[src/gp_timer_pkg.sv]
// constants shared by the dual timer/counter and its machine-cycle prescaler
// assumes byte-wide registers, each in the low byte of an aligned 32-bit word
package gp_timer_pkg;

  // ********************************
  // clocking
  // ********************************
  localparam int unsigned MCLK_HZ         = 25_000_000;
  localparam logic [3:0]  OSC_PER_MACHINE = 4'hC;

  // ********************************
  // register byte offsets
  // ********************************
  localparam logic [7:0] OFF_MODE   = 8'h00;
  localparam logic [7:0] OFF_CTRL   = 8'h04;
  localparam logic [7:0] OFF_T0_LOW = 8'h08;
  localparam logic [7:0] OFF_T0_HI  = 8'h0C;
  localparam logic [7:0] OFF_T1_LOW = 8'h10;
  localparam logic [7:0] OFF_T1_HI  = 8'h14;

  // ********************************
  // mode register fields
  // ********************************
  localparam int MODE0_LSB = 0;
  localparam int CT0_BIT   = 2;
  localparam int GATE0_BIT = 3;
  localparam int MODE1_LSB = 4;
  localparam int CT1_BIT   = 6;
  localparam int GATE1_BIT = 7;

  // ********************************
  // control register fields
  // ********************************
  localparam int RUN0_BIT = 4;
  localparam int OVF0_BIT = 5;
  localparam int RUN1_BIT = 6;
  localparam int OVF1_BIT = 7;

  // ********************************
  // reset values and modes
  // ********************************
  localparam logic [7:0] RST_BYTE   = 8'h00;
  localparam logic [1:0] MODE_13BIT = 2'h0;
  localparam logic [1:0] MODE_16BIT = 2'h1;
  localparam logic [1:0] MODE_RELOAD = 2'h2;
  localparam logic [1:0] MODE_SPLIT = 2'h3;

  localparam logic [1:0] RESP_OKAY   = 2'h0;
  localparam logic [1:0] RESP_SLVERR = 2'h2;

endpackage

[src/machine_tick_if.sv]
// machine-cycle tick and sampled falling-edge events between prescaler and timers
// assumes one clock domain, all signals are one-cycle pulses
`timescale 1ns/1ps
interface machine_tick_if;
  logic machine_tick;
  logic fall0;
  logic fall1;
  modport src (output machine_tick, output fall0, output fall1);
  modport dst (input machine_tick, input fall0, input fall1);
endinterface

[src/machine_prescaler.sv]
// divides mclk by twelve into machine cycles and samples the count inputs once per cycle
// assumes count inputs synchronous to mclk
`timescale 1ns/1ps
module machine_prescaler
  import gp_timer_pkg::*;
(
  input  wire logic    mclk,
  input  wire logic    reset,
  input  wire logic    count_input0,
  input  wire logic    count_input1,
  machine_tick_if.src  t
);

  logic [3:0] div;
  logic       sample0;
  logic       sample1;
  wire        last_osc = (div == OSC_PER_MACHINE - 4'h1);

  // ********************************
  // divider and samplers
  // ********************************
  always_ff @(posedge mclk)
  begin
    if (reset)
    begin
      div            <= 4'h0;
      sample0        <= 1'b0;
      sample1        <= 1'b0;
      t.machine_tick <= 1'b0;
      t.fall0        <= 1'b0;
      t.fall1        <= 1'b0;
    end
    else
    begin
      div            <= last_osc ? 4'h0 : div + 4'h1;
      t.machine_tick <= last_osc;
      // previous sample high, this sample low: one event per two machine cycles at best
      t.fall0        <= last_osc & sample0 & ~count_input0;
      t.fall1        <= last_osc & sample1 & ~count_input1;
      if (last_osc)
      begin
        sample0 <= count_input0;
        sample1 <= count_input1;
      end
    end
  end
endmodule

[src/dual_timer_counter.sv]
// two 16-bit timer/counters with four modes behind an AXI4-Lite slave
// assumes count and gate pins synchronous to mclk; one outstanding read and write
`timescale 1ns/1ps
//
// Contract
// - two independent 16-bit timer or event counters
// - timer increments once per twelve-clock machine cycle
// - counter increments on high-then-low samples
// - new count visible the following machine cycle
// - falling edge takes two machine cycles
// - two-bit mode field per timer
// - mode 0: 13-bit, high byte plus low five
// - rollover to zero sets overflow flag
// - count when run and (no gate or pin high)
// - setting run keeps count contents
// - mode 1: full 16-bit count
// - mode 2: low byte reloads from high
// - split high byte: cycles, timer 1 run/flag
// - timer 1 stoppable via own mode 3
// - select bit chooses pin edges or cycles
// - overflow sets flag and raises request
// - control changes apply after the write completes
// - timer 1 mode 3 stops its counting
module dual_timer_counter
  import gp_timer_pkg::*;
#(
  parameter int ADDR_W = 8
)
(
  input  wire logic              mclk,
  input  wire logic              reset,
  input  wire logic              count_input0,
  input  wire logic              count_input1,
  input  wire logic              gate_interrupt_pin0,
  input  wire logic              gate_interrupt_pin1,
  output logic                   timer0_irq,
  output logic                   timer1_irq,
  input  wire logic [ADDR_W-1:0] s_axi_awaddr,
  input  wire logic              s_axi_awvalid,
  output logic                   s_axi_awready,
  input  wire logic [31:0]       s_axi_wdata,
  input  wire logic [3:0]        s_axi_wstrb,
  input  wire logic              s_axi_wvalid,
  output logic                   s_axi_wready,
  output logic [1:0]             s_axi_bresp,
  output logic                   s_axi_bvalid,
  input  wire logic              s_axi_bready,
  input  wire logic [ADDR_W-1:0] s_axi_araddr,
  input  wire logic              s_axi_arvalid,
  output logic                   s_axi_arready,
  output logic [31:0]            s_axi_rdata,
  output logic [1:0]             s_axi_rresp,
  output logic                   s_axi_rvalid,
  input  wire logic              s_axi_rready
);

  // ********************************
  // increment step for one timer
  // ********************************
  // returns {overflow, high, low}
  function automatic logic [16:0] step(input logic [1:0] m, input logic [7:0] lo, input logic [7:0] hi);
    logic [5:0]  lo5;
    logic [8:0]  hi9;
    logic [16:0] w17;
    logic [8:0]  lo9;
    lo5 = {1'b0, lo[4:0]} + 6'h01;
    hi9 = {1'b0, hi} + 9'h001;
    w17 = {1'b0, hi, lo} + 17'h00001;
    lo9 = {1'b0, lo} + 9'h001;
    case (m)
      MODE_13BIT:
      begin
        // upper three low-byte bits are left alone
        if (lo5[5])
          step = {hi9[8], hi9[7:0], lo[7:5], lo5[4:0]};
        else
          step = {1'b0, hi, lo[7:5], lo5[4:0]};
      end
      MODE_16BIT:
        step = w17;
      MODE_RELOAD:
        step = (lo == 8'hFF) ? {1'b1, hi, hi} : {1'b0, hi, lo9[7:0]};
      default:
        step = {lo9[8], hi, lo9[7:0]};
    endcase
  endfunction

  machine_tick_if tk ();

  machine_prescaler u_prescaler (
    .mclk         (mclk),
    .reset        (reset),
    .count_input0 (count_input0),
    .count_input1 (count_input1),
    .t            (tk)
  );

  logic [7:0]        timer_mode_register;
  logic [7:0]        timer0_count_low;
  logic [7:0]        timer0_count_high;
  logic [7:0]        timer1_count_low;
  logic [7:0]        timer1_count_high;
  logic              timer0_run_bit;
  logic              timer1_run_bit;
  logic              timer0_overflow_flag;
  logic              timer1_overflow_flag;
  logic              aw_have;
  logic              w_have;
  logic [ADDR_W-1:0] wr_addr;
  logic [7:0]        wr_data;
  logic              wr_lane0;

  // ********************************
  // field decode
  // ********************************
  wire [1:0] mode0 = timer_mode_register[MODE0_LSB +: 2];
  wire [1:0] mode1 = timer_mode_register[MODE1_LSB +: 2];
  wire       ct0   = timer_mode_register[CT0_BIT];
  wire       ct1   = timer_mode_register[CT1_BIT];
  wire       gate0 = timer_mode_register[GATE0_BIT];
  wire       gate1 = timer_mode_register[GATE1_BIT];
  wire       t0_split = (mode0 == MODE_SPLIT);

  wire src0 = ct0 ? tk.fall0 : tk.machine_tick;
  wire src1 = ct1 ? tk.fall1 : tk.machine_tick;
  wire en0  = timer0_run_bit & (~gate0 | gate_interrupt_pin0) & src0;
  wire en1  = timer1_run_bit & (~gate1 | gate_interrupt_pin1) & src1 & (mode1 != MODE_SPLIT);
  wire en0h = t0_split & timer1_run_bit & tk.machine_tick;

  wire [16:0] step0 = step(mode0, timer0_count_low, timer0_count_high);
  wire [16:0] step1 = step(mode1, timer1_count_low, timer1_count_high);
  wire [7:0]  h0_inc = timer0_count_high + 8'h01;

  wire set_ovf0 = en0 & step0[16];
  wire set_ovf1 = (en0h & (timer0_count_high == 8'hFF)) | (en1 & step1[16] & ~t0_split);

  // ********************************
  // register write decode
  // ********************************
  wire wr_fire = aw_have & w_have & ~s_axi_bvalid;
  wire wr_ok   = wr_fire & wr_lane0;
  wire wr_mode = wr_ok & (wr_addr == ADDR_W'(OFF_MODE));
  wire wr_ctrl = wr_ok & (wr_addr == ADDR_W'(OFF_CTRL));
  wire wr_l0   = wr_ok & (wr_addr == ADDR_W'(OFF_T0_LOW));
  wire wr_h0   = wr_ok & (wr_addr == ADDR_W'(OFF_T0_HI));
  wire wr_l1   = wr_ok & (wr_addr == ADDR_W'(OFF_T1_LOW));
  wire wr_h1   = wr_ok & (wr_addr == ADDR_W'(OFF_T1_HI));
  wire wr_map  = (wr_addr == ADDR_W'(OFF_MODE)) | (wr_addr == ADDR_W'(OFF_CTRL)) |
                 (wr_addr == ADDR_W'(OFF_T0_LOW)) | (wr_addr == ADDR_W'(OFF_T0_HI)) |
                 (wr_addr == ADDR_W'(OFF_T1_LOW)) | (wr_addr == ADDR_W'(OFF_T1_HI));

  // writes override the counting logic; hardware flag set beats software clear
  wire [7:0] next_l0 = wr_l0 ? wr_data : (en0 ? step0[7:0] : timer0_count_low);
  wire [7:0] next_h0 = wr_h0 ? wr_data :
                       (t0_split ? (en0h ? h0_inc : timer0_count_high) :
                       (en0 ? step0[15:8] : timer0_count_high));
  wire [7:0] next_l1 = wr_l1 ? wr_data : (en1 ? step1[7:0] : timer1_count_low);
  wire [7:0] next_h1 = wr_h1 ? wr_data : (en1 ? step1[15:8] : timer1_count_high);
  wire next_f0 = set_ovf0 | (wr_ctrl ? wr_data[OVF0_BIT] : timer0_overflow_flag);
  wire next_f1 = set_ovf1 | (wr_ctrl ? wr_data[OVF1_BIT] : timer1_overflow_flag);

  // ********************************
  // timer state
  // ********************************
  // run bits only gate the increment, so setting run resumes from the held count
  always_ff @(posedge mclk)
  begin
    if (reset)
    begin
      timer_mode_register  <= RST_BYTE;
      timer0_count_low     <= RST_BYTE;
      timer0_count_high    <= RST_BYTE;
      timer1_count_low     <= RST_BYTE;
      timer1_count_high    <= RST_BYTE;
      timer0_run_bit       <= 1'b0;
      timer1_run_bit       <= 1'b0;
      timer0_overflow_flag <= 1'b0;
      timer1_overflow_flag <= 1'b0;
      timer0_irq           <= 1'b0;
      timer1_irq           <= 1'b0;
    end
    else
    begin
      if (wr_mode)
        timer_mode_register <= wr_data;
      if (wr_ctrl)
      begin
        timer0_run_bit <= wr_data[RUN0_BIT];
        timer1_run_bit <= wr_data[RUN1_BIT];
      end
      timer0_count_low     <= next_l0;
      timer0_count_high    <= next_h0;
      timer1_count_low     <= next_l1;
      timer1_count_high    <= next_h1;
      timer0_overflow_flag <= next_f0;
      timer1_overflow_flag <= next_f1;
      timer0_irq           <= next_f0;
      timer1_irq           <= next_f1;
    end
  end

  // ********************************
  // AXI4-Lite write channel
  // ********************************
  always_ff @(posedge mclk)
  begin
    if (reset)
    begin
      s_axi_awready <= 1'b0;
      s_axi_wready  <= 1'b0;
      s_axi_bvalid  <= 1'b0;
      s_axi_bresp   <= RESP_OKAY;
      aw_have       <= 1'b0;
      w_have        <= 1'b0;
      wr_addr       <= '0;
      wr_data       <= RST_BYTE;
      wr_lane0      <= 1'b0;
    end
    else
    begin
      if (s_axi_awready & s_axi_awvalid)
      begin
        s_axi_awready <= 1'b0;
        aw_have       <= 1'b1;
        wr_addr       <= s_axi_awaddr;
      end
      else if (~aw_have & ~s_axi_bvalid)
        s_axi_awready <= 1'b1;
      if (s_axi_wready & s_axi_wvalid)
      begin
        s_axi_wready <= 1'b0;
        w_have       <= 1'b1;
        wr_data      <= s_axi_wdata[7:0];
        wr_lane0     <= s_axi_wstrb[0];
      end
      else if (~w_have & ~s_axi_bvalid)
        s_axi_wready <= 1'b1;
      if (wr_fire)
      begin
        aw_have      <= 1'b0;
        w_have       <= 1'b0;
        s_axi_bvalid <= 1'b1;
        s_axi_bresp  <= wr_map ? RESP_OKAY : RESP_SLVERR;
      end
      else if (s_axi_bready)
        s_axi_bvalid <= 1'b0;
    end
  end

  // ********************************
  // AXI4-Lite read channel
  // ********************************
  wire [7:0] ctrl_view = {timer1_overflow_flag, timer1_run_bit, timer0_overflow_flag, timer0_run_bit, 4'h0};
  wire       rd_map    = (s_axi_araddr == ADDR_W'(OFF_MODE)) | (s_axi_araddr == ADDR_W'(OFF_CTRL)) |
                         (s_axi_araddr == ADDR_W'(OFF_T0_LOW)) | (s_axi_araddr == ADDR_W'(OFF_T0_HI)) |
                         (s_axi_araddr == ADDR_W'(OFF_T1_LOW)) | (s_axi_araddr == ADDR_W'(OFF_T1_HI));
  wire [7:0] rd_byte   = (s_axi_araddr == ADDR_W'(OFF_MODE))   ? timer_mode_register :
                         (s_axi_araddr == ADDR_W'(OFF_CTRL))   ? ctrl_view :
                         (s_axi_araddr == ADDR_W'(OFF_T0_LOW)) ? timer0_count_low :
                         (s_axi_araddr == ADDR_W'(OFF_T0_HI))  ? timer0_count_high :
                         (s_axi_araddr == ADDR_W'(OFF_T1_LOW)) ? timer1_count_low :
                         (s_axi_araddr == ADDR_W'(OFF_T1_HI))  ? timer1_count_high : 8'h00;

  always_ff @(posedge mclk)
  begin
    if (reset)
    begin
      s_axi_arready <= 1'b0;
      s_axi_rvalid  <= 1'b0;
      s_axi_rdata   <= 32'h00000000;
      s_axi_rresp   <= RESP_OKAY;
    end
    else if (s_axi_arready & s_axi_arvalid)
    begin
      s_axi_arready <= 1'b0;
      s_axi_rvalid  <= 1'b1;
      s_axi_rdata   <= {24'h000000, rd_byte};
      s_axi_rresp   <= rd_map ? RESP_OKAY : RESP_SLVERR;
    end
    else if (s_axi_rvalid)
      s_axi_rvalid <= ~s_axi_rready;
    else
      s_axi_arready <= 1'b1;
  end
endmodule

[config.mk]
export PLATFORM = sky130hd
export DESIGN_NAME = dual_timer_counter
export DESIGN_NICKNAME = d
export VERILOG_FILES = /design/src/gp_timer_pkg.sv /design/src/machine_tick_if.sv /design/src/machine_prescaler.sv /design/src/dual_timer_counter.sv
export SDC_FILE = /design/constraint.sdc
export NUM_CORES = 1
export LEC_CHECK = 0
export BUFFER_PORTS_ARGS = -buffer_cell sky130_fd_sc_hd__buf_2
export CAP_MARGIN = 30
export CORE_ASPECT_RATIO = 0.8
export CORE_MARGIN = 3
export CORE_UTILIZATION = 56
export CTS_BUF_LIST = sky130_fd_sc_hd__clkbuf_4 sky130_fd_sc_hd__clkbuf_8 sky130_fd_sc_hd__clkbuf_16
export DETAILED_ROUTE_END_ITERATION = 16
export PLACE_DENSITY = 0.87
export SKIP_LAST_GASP = 1
export SLEW_MARGIN = 20
export SYNTH_ARGS = -nofsm -noshare
export SYNTH_HDL_FRONTEND = slang
export SYNTH_SLANG_ARGS = --single-unit
[constraint.sdc]
create_clock -name mclk -period 2.6 [get_ports mclk]
set_input_delay 0.39 -clock mclk [delete_from_list [all_inputs] [get_ports mclk]]
set_output_delay 0.39 -clock mclk [all_outputs]
set_load 0.02 [all_outputs]
Word level (Yosys, flattened, before mapping)
Index checks and enable logic that the tools add are counted.

word-level totals
  bits in registers = 89
  bits of input ports = 63
  output and inout port bits = 43
  logic and storage cells = 172

cells by class
  $add $sub $neg = 10
  equal/unequal tests = 27
  multiplexer cells = 32
  bitwise logic cells = 53
  reduce and logical (&&, ||, !) cells = 20

operator list
  cell                                                                    count
  8-bit 2-to-1 mux                                                        16
  17-bit one-hot mux with 3 select lines                                  2
  17-bit 2-to-1 mux                                                       4
  8-bit by 1-bit adder with 9-bit output (second input constant)          4
  16-bit by 1-bit adder with 17-bit output (second input constant)        2
  8-bit by 4-bit equality test with 1-bit output (second input constant)  4
  8-bit by 5-bit equality test with 1-bit output (second input constant)  4
  1-bit AND                                                               29
  8-bit equality test (second input constant)                             3
  8-bit by 3-bit equality test with 1-bit output (second input constant)  2
  8-bit zero test                                                         2
  1-bit bitwise OR                                                        15
  5-bit by 1-bit adder with 6-bit output (second input constant)          2
  2-bit OR reduction                                                      5
  1-bit inverter                                                          9
  8-bit by 1-bit adder with 8-bit output (second input constant)          1
  1-bit 2-to-1 mux                                                        8
  2-bit inequality test (second input constant)                           4
  2-bit nonzero test                                                      4
  2-bit equality test (second input constant)                             3
  3-bit inequality test (second input constant)                           2
  3-bit nonzero test                                                      2
  5-bit AND reduction                                                     1
  4-bit by 1-bit adder with 4-bit output (second input constant)          1
  9 further kinds                                                         13

Logic depth before layout (Yosys ltp)
Gate-level depths: netlist of run 1.

  depth after elaboration = 9
  depth in mapped cells = 8
  gate-level depth less buffers = 7

Modules after synthesis
From an unflattened synthesis of run 1, not the netlist that was laid out.

unflattened totals
  cell total of the unflattened synthesis = 651
  area total of the unflattened synthesis = 5,127.4 µm²

modules (own cells, without submodules)
  module              instances  cells each  area an instance (µm²)  seq. area each (µm²)
  dual_timer_counter  1          622         4,795.8                 1,561.5
  machine_prescaler   1          29          331.6                   180.2

Worst setup path after synthesis of run 1
OpenSTA, ideal clock, no wires.

  kind = reg-to-reg
  from = register timer1_count_low[0]
  to = register timer1_count_low[2]
  setup time = 0.070 ns
  arrival = 1.924 ns
  data required time = 2.530 ns
  setup slack = 0.605 ns
  stages on the path, launching flop included = 8
  path buffers = 1
  clock period less this slack = 1.995 ns
  path through = dfxtp_1 ha_1 clkbuf_1 nand4_1 nor4_4 a21oi_1 or3_1 a21oi_1

between the ends
  longest elaborated chain between the ends = 5
  elaborated cells between the ends (all ways) = 9
  those cells by class = add/sub: 3; eq/ne: 1; mux: 5

ends and longest elaborated chain
  what                                                            line                                                RTL
  from (decl)                                                     dual_timer_counter.sv:101                           logic [7:0] timer1_count_low;
  from (signal assigned)                                          dual_timer_counter.sv:193                           timer1_count_low <= next_l1;
  8-bit by 1-bit adder with 9-bit output (tied with other cells)  dual_timer_counter.sv:69                            lo9 = {1'b0, lo} + 9'h001;
  17-bit 2-to-1 mux, on equally long branches                     dual_timer_counter.sv:82, dual_timer_counter.sv:74
  17-bit one-hot mux with 3 select lines (*)                      dual_timer_counter.sv:70                            case (m)
  8-bit 2-to-1 mux (*) (2 in a row)                               dual_timer_counter.sv:157                           wire [7:0] next_l1 = wr_l1 ? wr_data : (en1 ? step1[7:0] : timer1_count_low);

Every way passes the cells marked *; elsewhere a longest branch is shown, timed or not. The select of a mux whose other input is x is not followed.
A chain may end at the register's enable or synchronous reset.

Worst setup path after layout of run 1
Ends and elaborated chain as after synthesis.

==> metrics.log, run 1 <==
[metrics] average wire per standard cell: 18.3 microns
[metrics] Seq/Total Area, Yosys: 0.336
[metrics] number of global-route vias before repair: 4559
[metrics] endpoint kind of the worst setup timing path: flop
[metrics] fmax: 0.453 GHz
[metrics] via count of the routed design: 5170
[metrics] global-route wire length before repair: 23100 microns
[metrics] Post-CTS Setup Bufs: 0
[metrics] # rows: 30
[metrics] most used standard cells in the synthesized netlist: 87 x sky130_fd_sc_hd__dfxtp_1, 77 x sky130_fd_sc_hd__nand2_1, 56 x sky130_fd_sc_hd__a21oi_1
[metrics] post-synthesis to final-layout area growth: 9.16%
[metrics] Mapped Avg Cell Area: 7.87 sq um
[metrics] number of enable-type register cells in the synthesized netlist: 0
[metrics] cell type contributing the most total cell area after synthesis: sky130_fd_sc_hd__dfxtp_1
[metrics] dpl cell area: 0.00537 sq mm
[metrics] total wirelength of the detailed-routed design: 14700 microns
[metrics] initial antenna violation count: 0
[metrics] Layout fillers: 766
[metrics] Core ar.: 0.00875 sq mm
[metrics] cts hold-fix bufs: 0
[metrics] predominant post-synthesis flop cell: sky130_fd_sc_hd__dfxtp_1
[metrics] HPWL after detailed placement: 10400 microns
[metrics] Synthesis Warnings: 0
[metrics] Total Power: 2.90 mW
[metrics] final clock skew: 0.00824 ns
[metrics] top post-synthesis cells by area: sky130_fd_sc_hd__dfxtp_1 34%, sky130_fd_sc_hd__mux2i_1 5.8%, sky130_fd_sc_hd__nand2_1 5.6%
[metrics] Clock Pin Slew Worst Setup and Hold Paths: 0.07 ns
[metrics] post-synthesis cell type count: 70
[metrics] Routability Congestion: 1.04
[metrics] minimum clock period: 2.21 ns
[metrics] Overall Global Routing Usage: 0.278
[metrics] Overflow after GRT: 0
[metrics] net count reported at finish: 753
[metrics] total negative slack for setup checks: 0 ns
[metrics] routed vias/inst: 6.45
[metrics] number of input and output port buffers inserted: 52
[metrics] worst-skew pair later-pin latency: 0.35 ns
[metrics] Root Driver: sky130_fd_sc_hd__clkbuf_16
[metrics] number of nets with antenna violations after detailed routing: 0
[metrics] static leakage power: 2.10 nW
[metrics] tightest slew margin relative to the limit: 0.437
[metrics] data arrival time of the critical path: 2.48 ns
[metrics] Sequential cell area: 0.00174 sq mm
[metrics] die outline height: 92.0 microns
[metrics] largest net degree at the start of global routing: 79
[metrics] setup repair after global routing missed its margin: no
[metrics] outcome: finished clean
[metrics] Die W: 114 microns
[metrics] count of endpoints failing hold in the final timing report: 0
[metrics] Initial Utilization: 0.592
[metrics] category of the worst setup path launch point: flop
[metrics] top-area cell type share of the netlist area: 0.336
[metrics] violation count after the first detailed-route iteration: 659
[metrics] required time at the worst-slack endpoint: 2.87 ns
[metrics] count of inserted antenna diode cells: 0
[metrics] total clock sinks: 87
[metrics] proportion of register bits with asynchronous set or reset after synthesis: 0
[metrics] total die area: 0.0104 sq mm
[metrics] Mapped Cells: 658
[metrics] Least-Margin Pin Slew: 0.845 ns
[metrics] Critical Setup Path Class: reg2reg
[metrics] Synth Cell Area: 0.00518 sq mm
[metrics] most common cell in the synthesized netlist: sky130_fd_sc_hd__dfxtp_1
[metrics] final number of setup-violating endpoints: 0
[metrics] count of max-cap constraint violations: 0
[metrics] router iterations before antenna repair: 6
[metrics] summed area of non-filler cells in the final layout: 0.00565 sq mm
[metrics] fin crit share: 0.848
[metrics] register bit count reported by yosys: 87
[metrics] final-report max-slew violation count: 0
[metrics] # DRC: 0
[metrics] worst-path fanout max: 8
[metrics] Longest Clk Path Bufs: 2
[metrics] IO Count: 106
[metrics] total CTS buffers: 9
[metrics] post-CTS resize count: 0
[metrics] H-tree Lvls: 3
[metrics] PD cells: 513 mW/mm^2
[metrics] Hold/Removal Path Class: in2reg
[metrics] TritonCTS clock tree: done
[metrics] share of post-route cells with drive strength above 1: 0.136
[metrics] Multi-input gate area: 0.00311 sq mm
[metrics] Finished Core Util: 0.646
[metrics] IR drop worst, VDD: 0.438 mV
==> placed cells by master, fill, tap and decap left out, types with 15 or more instances in the layout <==
master and instances:
sky130_fd_sc_hd__a211oi_1 15, sky130_fd_sc_hd__a21oi_1 56, sky130_fd_sc_hd__and3_1 16, sky130_fd_sc_hd__buf_2 52, sky130_fd_sc_hd__conb_1 26, sky130_fd_sc_hd__dfxtp_1 87, sky130_fd_sc_hd__mux2i_1 30, sky130_fd_sc_hd__nand2_1 77
sky130_fd_sc_hd__nand3_1 33, sky130_fd_sc_hd__nor2_1 54, sky130_fd_sc_hd__o21ai_0 24
==> stage by stage <==
| step | hold WS, ns | setup slack, ns | instances |
|---|---|---|---|
| final | 0.211 | 0.395 | 802 |
| after floorplan | 0.417 | 0.605 | 683 |
| after detailed placement | 0.459 | 0.351 | 786 |
| after global placement | 0.429 | 0.443 | 786 |
| after global routing | 0.218 | 0.265 | 802 |
| after CTS | 0.203 | 0.428 | 802 |
==> sequential cells by signal (all words and copies together) (netlist names), 4 cells and up <==
signal               flops
wr_data                  8
s_axi_rdata              8
timer_mode_register      8
timer1_count_low         8
u_prescaler.div          4
wr_addr                  8
timer1_count_high        8
timer0_count_low         8
timer0_count_high        8
==> final timing paths <==
check	from	endpoint	slack, ns	cells past startpoint
setup / recovery	timer1_count_low[0]	timer1_count_low[2]	0.39	6
hold / removal	count_input0	u_prescaler.t.fall0	0.21	2
setup reg to reg	timer1_count_low[0]	timer1_count_low[2]	0.39	6
hold reg to reg	u_prescaler.div[0]	u_prescaler.div[0]	0.47	1
==> area by class of cell <==
class	instances	area share
well taps	112	0.0248
clock inverters	6	0.00930
flip-flops and latches	87	0.308
multi-input cells	515	0.551
inverters	10	0.00664
clock buffers	10	0.0412
repair buffers	62	0.0593
==> worst max-delay path, stage by stage, from the launching register on <==
cell                      delay [ns]
sky130_fd_sc_hd__dfxtp_1        0.42
sky130_fd_sc_hd__ha_1           0.34
sky130_fd_sc_hd__nand4_1        0.23
sky130_fd_sc_hd__nor4_4         0.50
sky130_fd_sc_hd__a21oi_1        0.14
sky130_fd_sc_hd__or3_1          0.36
sky130_fd_sc_hd__a21oi_1        0.13
==> logic make-up after synthesis <==
| logic type | Yosys count | share of synthesized area |
|---|---|---|
| AND/OR/NAND/NOR | 259 | 0.259 |
| AO/OA/AOI/OAI | 180 | 0.226 |
| flip-flops | 87 | 0.336 |
| buffers and inverters | 81 | 0.0807 |
| multiplexers | 35 | 0.0689 |
| XOR/XNOR | 10 | 0.0169 |
| adder cells (fa/ha/maj) | 5 | 0.0121 |
| other | 1 | 0.000724 |
==> power breakdown <==
part / leakage, nW / internal [mW] / switching (mW)
Clock: 0.135 / 0.673 / 0.577
Combinational: 1.26 / 0.0738 / 0.156
Sequential: 0.706 / 1.37 / 0.0504
Total: 2.10 / 2.12 / 0.783
==> per-layer routing <==
layer / global-route usage / vias to the layer above / routed length (microns)
li1: - / 2430 / -
met1: 0.393 / 2333 / 6160
met2: 0.402 / 362 / 6240
met3: 0.0745 / 45 / 1910
met4: 0.102 / 0 / 410
met5: 0 / - / 0
Power figures use the tool's default switching activity.
==> run 2: changes to the inputs <==
--- a/config.mk
+++ b/config.mk
@@ -9,10 +9,10 @@
 export CAP_MARGIN = 30
 export CORE_ASPECT_RATIO = 0.8
 export CORE_MARGIN = 3
-export CORE_UTILIZATION = 56
+export CORE_UTILIZATION = 50
 export CTS_BUF_LIST = sky130_fd_sc_hd__clkbuf_4 sky130_fd_sc_hd__clkbuf_8 sky130_fd_sc_hd__clkbuf_16
 export DETAILED_ROUTE_END_ITERATION = 16
-export PLACE_DENSITY = 0.87
+export PLACE_DENSITY = 0.83
 export SKIP_LAST_GASP = 1
 export SLEW_MARGIN = 20
 export SYNTH_ARGS = -nofsm -noshare
==> constraint.sdc (replaced) <==
create_clock -name mclk -period 1.95 [get_ports mclk]
set_input_delay 0.2925 -clock mclk [delete_from_list [all_inputs] [get_ports mclk]]
set_output_delay 0.2925 -clock mclk [all_outputs]
set_load 0.02 [all_outputs]
==> run 2 against run 1 <==
Effect of this change:
- the run now ends with setup timing left
- final cell count is 10% higher
- flip-flop and latch count stayed put
- worst hold slack worse by 0.090 ns
- largest power group unchanged
==> metrics.log, run 2 (synthesis gave the netlist of run 1 again) <==
[metrics] Core ar.: 0.00985 sq mm
[metrics] global routing usage on met2: 0.381
[metrics] failing checks: setup timing
[metrics] Least-Margin Pin Slew: 0.654 ns
[metrics] busiest layer in global routing: met2
[metrics] total number of cells along the worst setup path: 7
[metrics] total die area: 0.0116 sq mm
[metrics] largest net degree at the start of global routing: 79
[metrics] share of post-route cells with drive strength above 1: 0.228
[metrics] number of nets with antenna violations after detailed routing: 0
[metrics] Root Driver: sky130_fd_sc_hd__clkbuf_16
[metrics] PD cells: 643 mW/mm^2
[metrics] Routability Congestion: 1.07
[metrics] final clock skew: 0.00509 ns
[metrics] final number of setup-violating endpoints: 1
[metrics] Cells on Worst Hold Path: 2
[metrics] data arrival time of the critical path: 2.27 ns
[metrics] Global Route met3 Usage: 0.0573
[metrics] hold path startpoint: count_input0
[metrics] routed vias/inst: 6.17
[metrics] net count reported at finish: 809
[metrics] static leakage power: 2.46 nW
[metrics] Longest Clk Path Bufs: 2
[metrics] TritonCTS clock tree: done
[metrics] Critical Path Max Stage Delay: 0.56 ns
[metrics] Reg2Reg Depth: 7
[metrics] # DRC: 0
[metrics] endpoint kind of the worst setup timing path: flop
[metrics] cell count after placement: 863
[metrics] total clock sinks: 87
[metrics] minimum clock period: 2.01 ns
[metrics] outcome: finished, violations left
[metrics] IO Count: 106
[metrics] commonest cells after routing, fill and taps aside: 82 x sky130_fd_sc_hd__dfxtp_1, 75 x sky130_fd_sc_hd__nand2_1, 59 x sky130_fd_sc_hd__buf_4, 55 x sky130_fd_sc_hd__a21oi_1, 53 x sky130_fd_sc_hd__nor2_1
[metrics] violation count after the first detailed-route iteration: 621
[metrics] tightest slew margin relative to the limit: 0.563
[metrics] Overflow after GRT: 0
[metrics] Critical R2R Capture: timer1_count_high[4]
[metrics] Final Worst Setup Slack: -0.0557 ns
[metrics] count of endpoints failing hold in the final timing report: 0
[metrics] router iterations before antenna repair: 5
[metrics] count of max-cap constraint violations: 0
[metrics] setup slack of the worst register-to-register path: -0.06 ns
[metrics] category of the worst setup path launch point: flop
[metrics] global-route wire length before repair: 24000 microns
[metrics] post-synthesis to final-layout area growth: 21.2%
[metrics] count of inserted antenna diode cells: 0
[metrics] initial antenna violation count: 0
[metrics] launch point of the worst reg-to-reg path: wr_addr[1]
[metrics] crit-path leading delay family: simple AND/OR/NAND/NOR gates
[metrics] via count of the routed design: 5446
[metrics] Critical-path top delay cell: sky130_fd_sc_hd__or4_4
[metrics] Initial Utilization: 0.526
[metrics] final std cells w/o fill: 882
[metrics] Layout fillers: 826
[metrics] total negative slack for setup checks: -0.0557 ns
[metrics] Critical Setup Path Class: reg2reg
[metrics] worst hold endpoint: u_prescaler.t.fall0
[metrics] grt met1 use: 0.370
[metrics] HPWL after detailed placement: 11200 microns
[metrics] total CTS buffers: 9
[metrics] Die W: 120 microns
[metrics] buffers plus inverters on the worst setup path: 1
[metrics] worst-path fanout max: 8
[metrics] setup repair after global routing missed its margin: yes
[metrics] number of global-route vias before repair: 4800
[metrics] number of input and output port buffers inserted: 52
[metrics] worst-skew pair later-pin latency: 0.35 ns
[metrics] fmax: 0.499 GHz
[metrics] H-tree Lvls: 3
[metrics] Clock Pin Slew Worst Setup and Hold Paths: 0.07 ns
[metrics] Overall Global Routing Usage: 0.257
[metrics] commonest non-fill, non-tap cell in the layout: sky130_fd_sc_hd__dfxtp_1
[metrics] average wire per standard cell: 17.8 microns
[metrics] cts hold-fix bufs: 0
[metrics] Total Power: 4.03 mW
[metrics] worst-path cell chain: or4_4, nor4_4, nand4_2, buf_6, nand2_1, a21oi_2, a311oi_2
[metrics] fin crit share: 1.03
[metrics] total wirelength of the detailed-routed design: 15700 microns
[metrics] die outline height: 97.0 microns
[metrics] Hold/Removal Path Class: in2reg
[metrics] final-report max-slew violation count: 0
[metrics] # rows: 32
[metrics] IR drop worst, VDD: 0.636 mV
[metrics] required time at the worst-slack endpoint: 2.21 ns
-- run 2: layer usage --
| metal | part of all wire | routed length (microns) |
|---|---|---|
| met5 | 0 | 0 |
| met2 | 0.44 | 6940 |
| met4 | 0.027 | 427 |
| met1 | 0.42 | 6630 |
| met3 | 0.11 | 1660 |
-- run 2: worst reg2reg max path: cells and delay by family, from the launching register on --
kind / cells / cell delay (ns)
DFF: 1 / 0.32
buffers and inverters: 1 / 0.17
AOI/OAI and AO/OA: 2 / 0.33
and+or+nand+nor: 4 / 1.09
-- run 2: per-stage QoR --
stage	hold WS, ns	setup WS [ns]	cell area [sq um]	utilization
floorplan	0.369	0.000237	5270	-
global placement	0.429	-0.00926	5820	0.591
detailed placement	0.450	-0.110	5820	0.591
CTS	0.110	-0.0161	6140	0.624
global route	0.122	-0.122	6270	0.637
finish	0.122	-0.0557	6270	0.637
-- run 2: power breakdown --
part           internal, mW  switching (mW)
Clock                  1.05           0.778
Combinational         0.106           0.212
Sequential             1.82          0.0657
-- run 2: final cells by class --
cell class,instances,area (sq um),share of cell area
multi-input cells,515,3190,0.509
well taps,136,170,0.0271
repair buffers,118,808,0.129
flip-flops and latches,87,1750,0.279
clock inverters,6,75.1,0.0120
clock buffers,10,239,0.0381
inverters,10,37.5,0.00598
-- run 2: worst max-delay path by stage --
stage	slack (ns)	endpoint	startpoint
2_1_floorplan	0.0002	timer1_count_low[1]	wr_addr[1]
3_3_place_gp	-0.009	timer1_count_low[1]	wr_addr[1]
3_5_place_dp	-0.11	timer1_count_low[0]	timer_mode_register[6]
4_1_cts	-0.02	timer1_count_high[4]	wr_addr[1]
5_1_grt	-0.12	timer1_count_high[4]	wr_addr[1]
6_report	-0.06	timer1_count_high[4]	wr_addr[1]
-- run 2: what timing repair did --
item | in CTS | in global routing
gates resized for setup | 2 | 29
setup endpoints to repair | 9 | 32
setup buffers | 0 | 3
pin swaps | 0 | 12
endpoints found under the hold margin | 0 | 0
==> run 3: changes to the inputs <==
--- a/config.mk
+++ b/config.mk
@@ -9,10 +9,10 @@
 export CAP_MARGIN = 30
 export CORE_ASPECT_RATIO = 0.8
 export CORE_MARGIN = 3
-export CORE_UTILIZATION = 50
+export CORE_UTILIZATION = 41
 export CTS_BUF_LIST = sky130_fd_sc_hd__clkbuf_4 sky130_fd_sc_hd__clkbuf_8 sky130_fd_sc_hd__clkbuf_16
 export DETAILED_ROUTE_END_ITERATION = 16
-export PLACE_DENSITY = 0.83
+export PLACE_DENSITY = 0.71
 export SKIP_LAST_GASP = 1
 export SLEW_MARGIN = 20
 export SYNTH_ARGS = -nofsm -noshare
==> run 3 against run 2 <==
Effect of this change:
- the run still ends with setup timing left
- sequential power about the same
- highest routed layer unchanged
- via count down 1.3%
- count of clock-buffer cells in the layout down 1
- non-clock buffer count up 2
- final cell count up 4.2%
- setup slack better by 0.035 ns
- total power up 1.1%
- worst hold slack worse by 0.0063 ns
- utilization down 12 points
- global-route usage down 3.5 points
- critical path type unchanged
==> metrics.log, run 3 (synthesis gave the netlist of run 1 again) <==
[metrics] outcome: finished, violations left
[metrics] failing checks: setup timing
[metrics] number of input and output port buffers inserted: 52
[metrics] worst-skew pair later-pin latency: 0.35 ns
[metrics] Overall Global Routing Usage: 0.222
[metrics] Core ar.: 0.0123 sq mm
[metrics] final clock skew: 0.0110 ns
[metrics] Routability Congestion: 0.950
[metrics] tightest hold margin: 0.115 ns
[metrics] violation count after the first detailed-route iteration: 548
[metrics] cts hold-fix bufs: 0
[metrics] Critical Path Max Stage Delay: 0.57 ns
[metrics] final-report max-slew violation count: 0
[metrics] PD cells: 645 mW/mm^2
[metrics] router iterations before antenna repair: 5
[metrics] # DRC: 0
[metrics] IO Count: 106
[metrics] summed area of non-filler cells in the final layout: 0.00632 sq mm
[metrics] routed vias/inst: 5.85
[metrics] Hold/Removal Path Class: in2reg
[metrics] data arrival time of the critical path: 2.23 ns
[metrics] category of the worst setup path launch point: flop
[metrics] worst-path fanout max: 4
[metrics] Longest Clk Path Bufs: 2
[metrics] Critical-path top delay cell: sky130_fd_sc_hd__or4_4
[metrics] endpoint kind of the worst setup timing path: flop
[metrics] net count reported at finish: 811
[metrics] tightest slew margin relative to the limit: 0.556
[metrics] Die W: 132 microns
[metrics] Overflow after GRT: 0
[metrics] HPWL after detailed placement: 11600 microns
[metrics] cell count after placement: 896
[metrics] hold path startpoint: count_input0
[metrics] number of global-route vias before repair: 4962
[metrics] share of post-route cells with drive strength above 1: 0.230
[metrics] final number of setup-violating endpoints: 1
[metrics] IR drop worst, VDD: 0.474 mV
[metrics] total clock sinks: 87
[metrics] largest net degree at the start of global routing: 62
[metrics] required time at the worst-slack endpoint: 2.21 ns
[metrics] setup repair after global routing missed its margin: yes
[metrics] critical path startpoint: wr_addr[1]
[metrics] post-synthesis to final-layout area growth: 22.1%
[metrics] count of endpoints failing hold in the final timing report: 0
[metrics] fmax: 0.507 GHz
[metrics] # rows: 36
[metrics] average wire per standard cell: 17.2 microns
[metrics] TritonCTS clock tree: done
[metrics] count of max-cap constraint violations: 0
[metrics] Critical Setup Path Class: reg2reg
[metrics] Final Worst Setup Slack: -0.0212 ns
[metrics] count of inserted antenna diode cells: 0
[metrics] Root Driver: sky130_fd_sc_hd__clkbuf_16
[metrics] global-route wire length before repair: 25200 microns
[metrics] commonest cells after routing, fill and taps aside: 86 x sky130_fd_sc_hd__dfxtp_1, 74 x sky130_fd_sc_hd__nand2_1, 64 x sky130_fd_sc_hd__buf_4, 56 x sky130_fd_sc_hd__a21oi_1, 52 x sky130_fd_sc_hd__buf_2
[metrics] via count of the routed design: 5374
[metrics] total CTS buffers: 9
[metrics] H-tree Lvls: 3
[metrics] Clock Pin Slew Worst Setup and Hold Paths: 0.07 ns
[metrics] Initial Utilization: 0.423
[metrics] static leakage power: 2.46 nW
[metrics] initial antenna violation count: 0
[metrics] Least-Margin Pin Slew: 0.666 ns
[metrics] total die area: 0.0140 sq mm
[metrics] total wirelength of the detailed-routed design: 15800 microns
[metrics] final std cells w/o fill: 919
[metrics] fin crit share: 1.01
[metrics] minimum clock period: 1.97 ns
[metrics] worst-path cell chain: or4_4, nor4_4, and4_4, a32o_2, a21oi_1, a311oi_1
[metrics] die outline height: 107 microns
[metrics] number of nets with antenna violations after detailed routing: 0
[metrics] commonest non-fill, non-tap cell in the layout: sky130_fd_sc_hd__dfxtp_1
[metrics] dpl cell area: 0.00585 sq mm
[metrics] launch point of the worst reg-to-reg path: wr_addr[1]
==> run 3: cell count changes in the layout (fill, tap and decap cells not counted), sizes merged <==
cell      before  now
clkbuf        10    9
clkinvlp       1    0
buf          118  120
inv           13   15
==> run 3: worst max-delay path: cells and delay by family (launching register included) <==
family	cells	cell delay, ns
flip-flops	1	0.31
AND/OR/NAND/NOR	3	1.12
AO/OA/AOI/OAI	3	0.45
==> run 3: timing repair <==
item                                    CTS  global route
buffers inserted                          0             7
endpoints found under the setup margin    5            32
pin swaps                                 0             4
gates resized for setup                   2            24
==> run 3: area by class of cell <==
class	instances	area [sq um]
clock buffers	9	225
multi-input cells	515	3190
clock inverters	7	95.1
fillers	1188	5930
flip-flops and latches	87	1740
inverters	10	37.5
repair buffers	120	812
well taps	171	214
==> run 3: report_power, final <==
| part | switching (mW) | total [mW] | internal [mW] |
|---|---|---|---|
| combinational | 0.215 | 0.321 | 0.106 |
| clock | 0.826 | 1.86 | 1.04 |
| sequential | 0.0688 | 1.89 | 1.82 |
| total | 1.11 | 4.08 | 2.97 |
==> run 3: path summary, 6_finish.rpt <==
kind                               end  slack [ns]  depth (start not counted)
hold / removal     u_prescaler.t.fall0        0.12                          2
setup / recovery  timer1_count_high[4]       -0.02                          6
hold reg to reg     u_prescaler.div[0]        0.46                          1
setup reg to reg  timer1_count_high[4]       -0.02                          6
==> run 3: routing by layer <==
metal	GRT usage	part of all wire
met1	0.316	0.46
met2	0.324	0.42
met3	0.0672	0.11
met4	0.0660	0.020
met5	0	0
==> run 3: stage by stage <==
step	total power, mW	setup TNS (ns)	utilization	setup slack (ns)
4_1_cts	4.09	0	0.504	0.000544
3_3_place_gp	2.23	0	0.477	0.00561
3_5_place_dp	2.24	-0.0454	0.477	-0.0186
6_report	4.08	-0.0212	0.516	-0.0212
5_1_grt	4.20	-2.01	0.516	-0.138
2_1_floorplan	2.17	0	-	0.000237
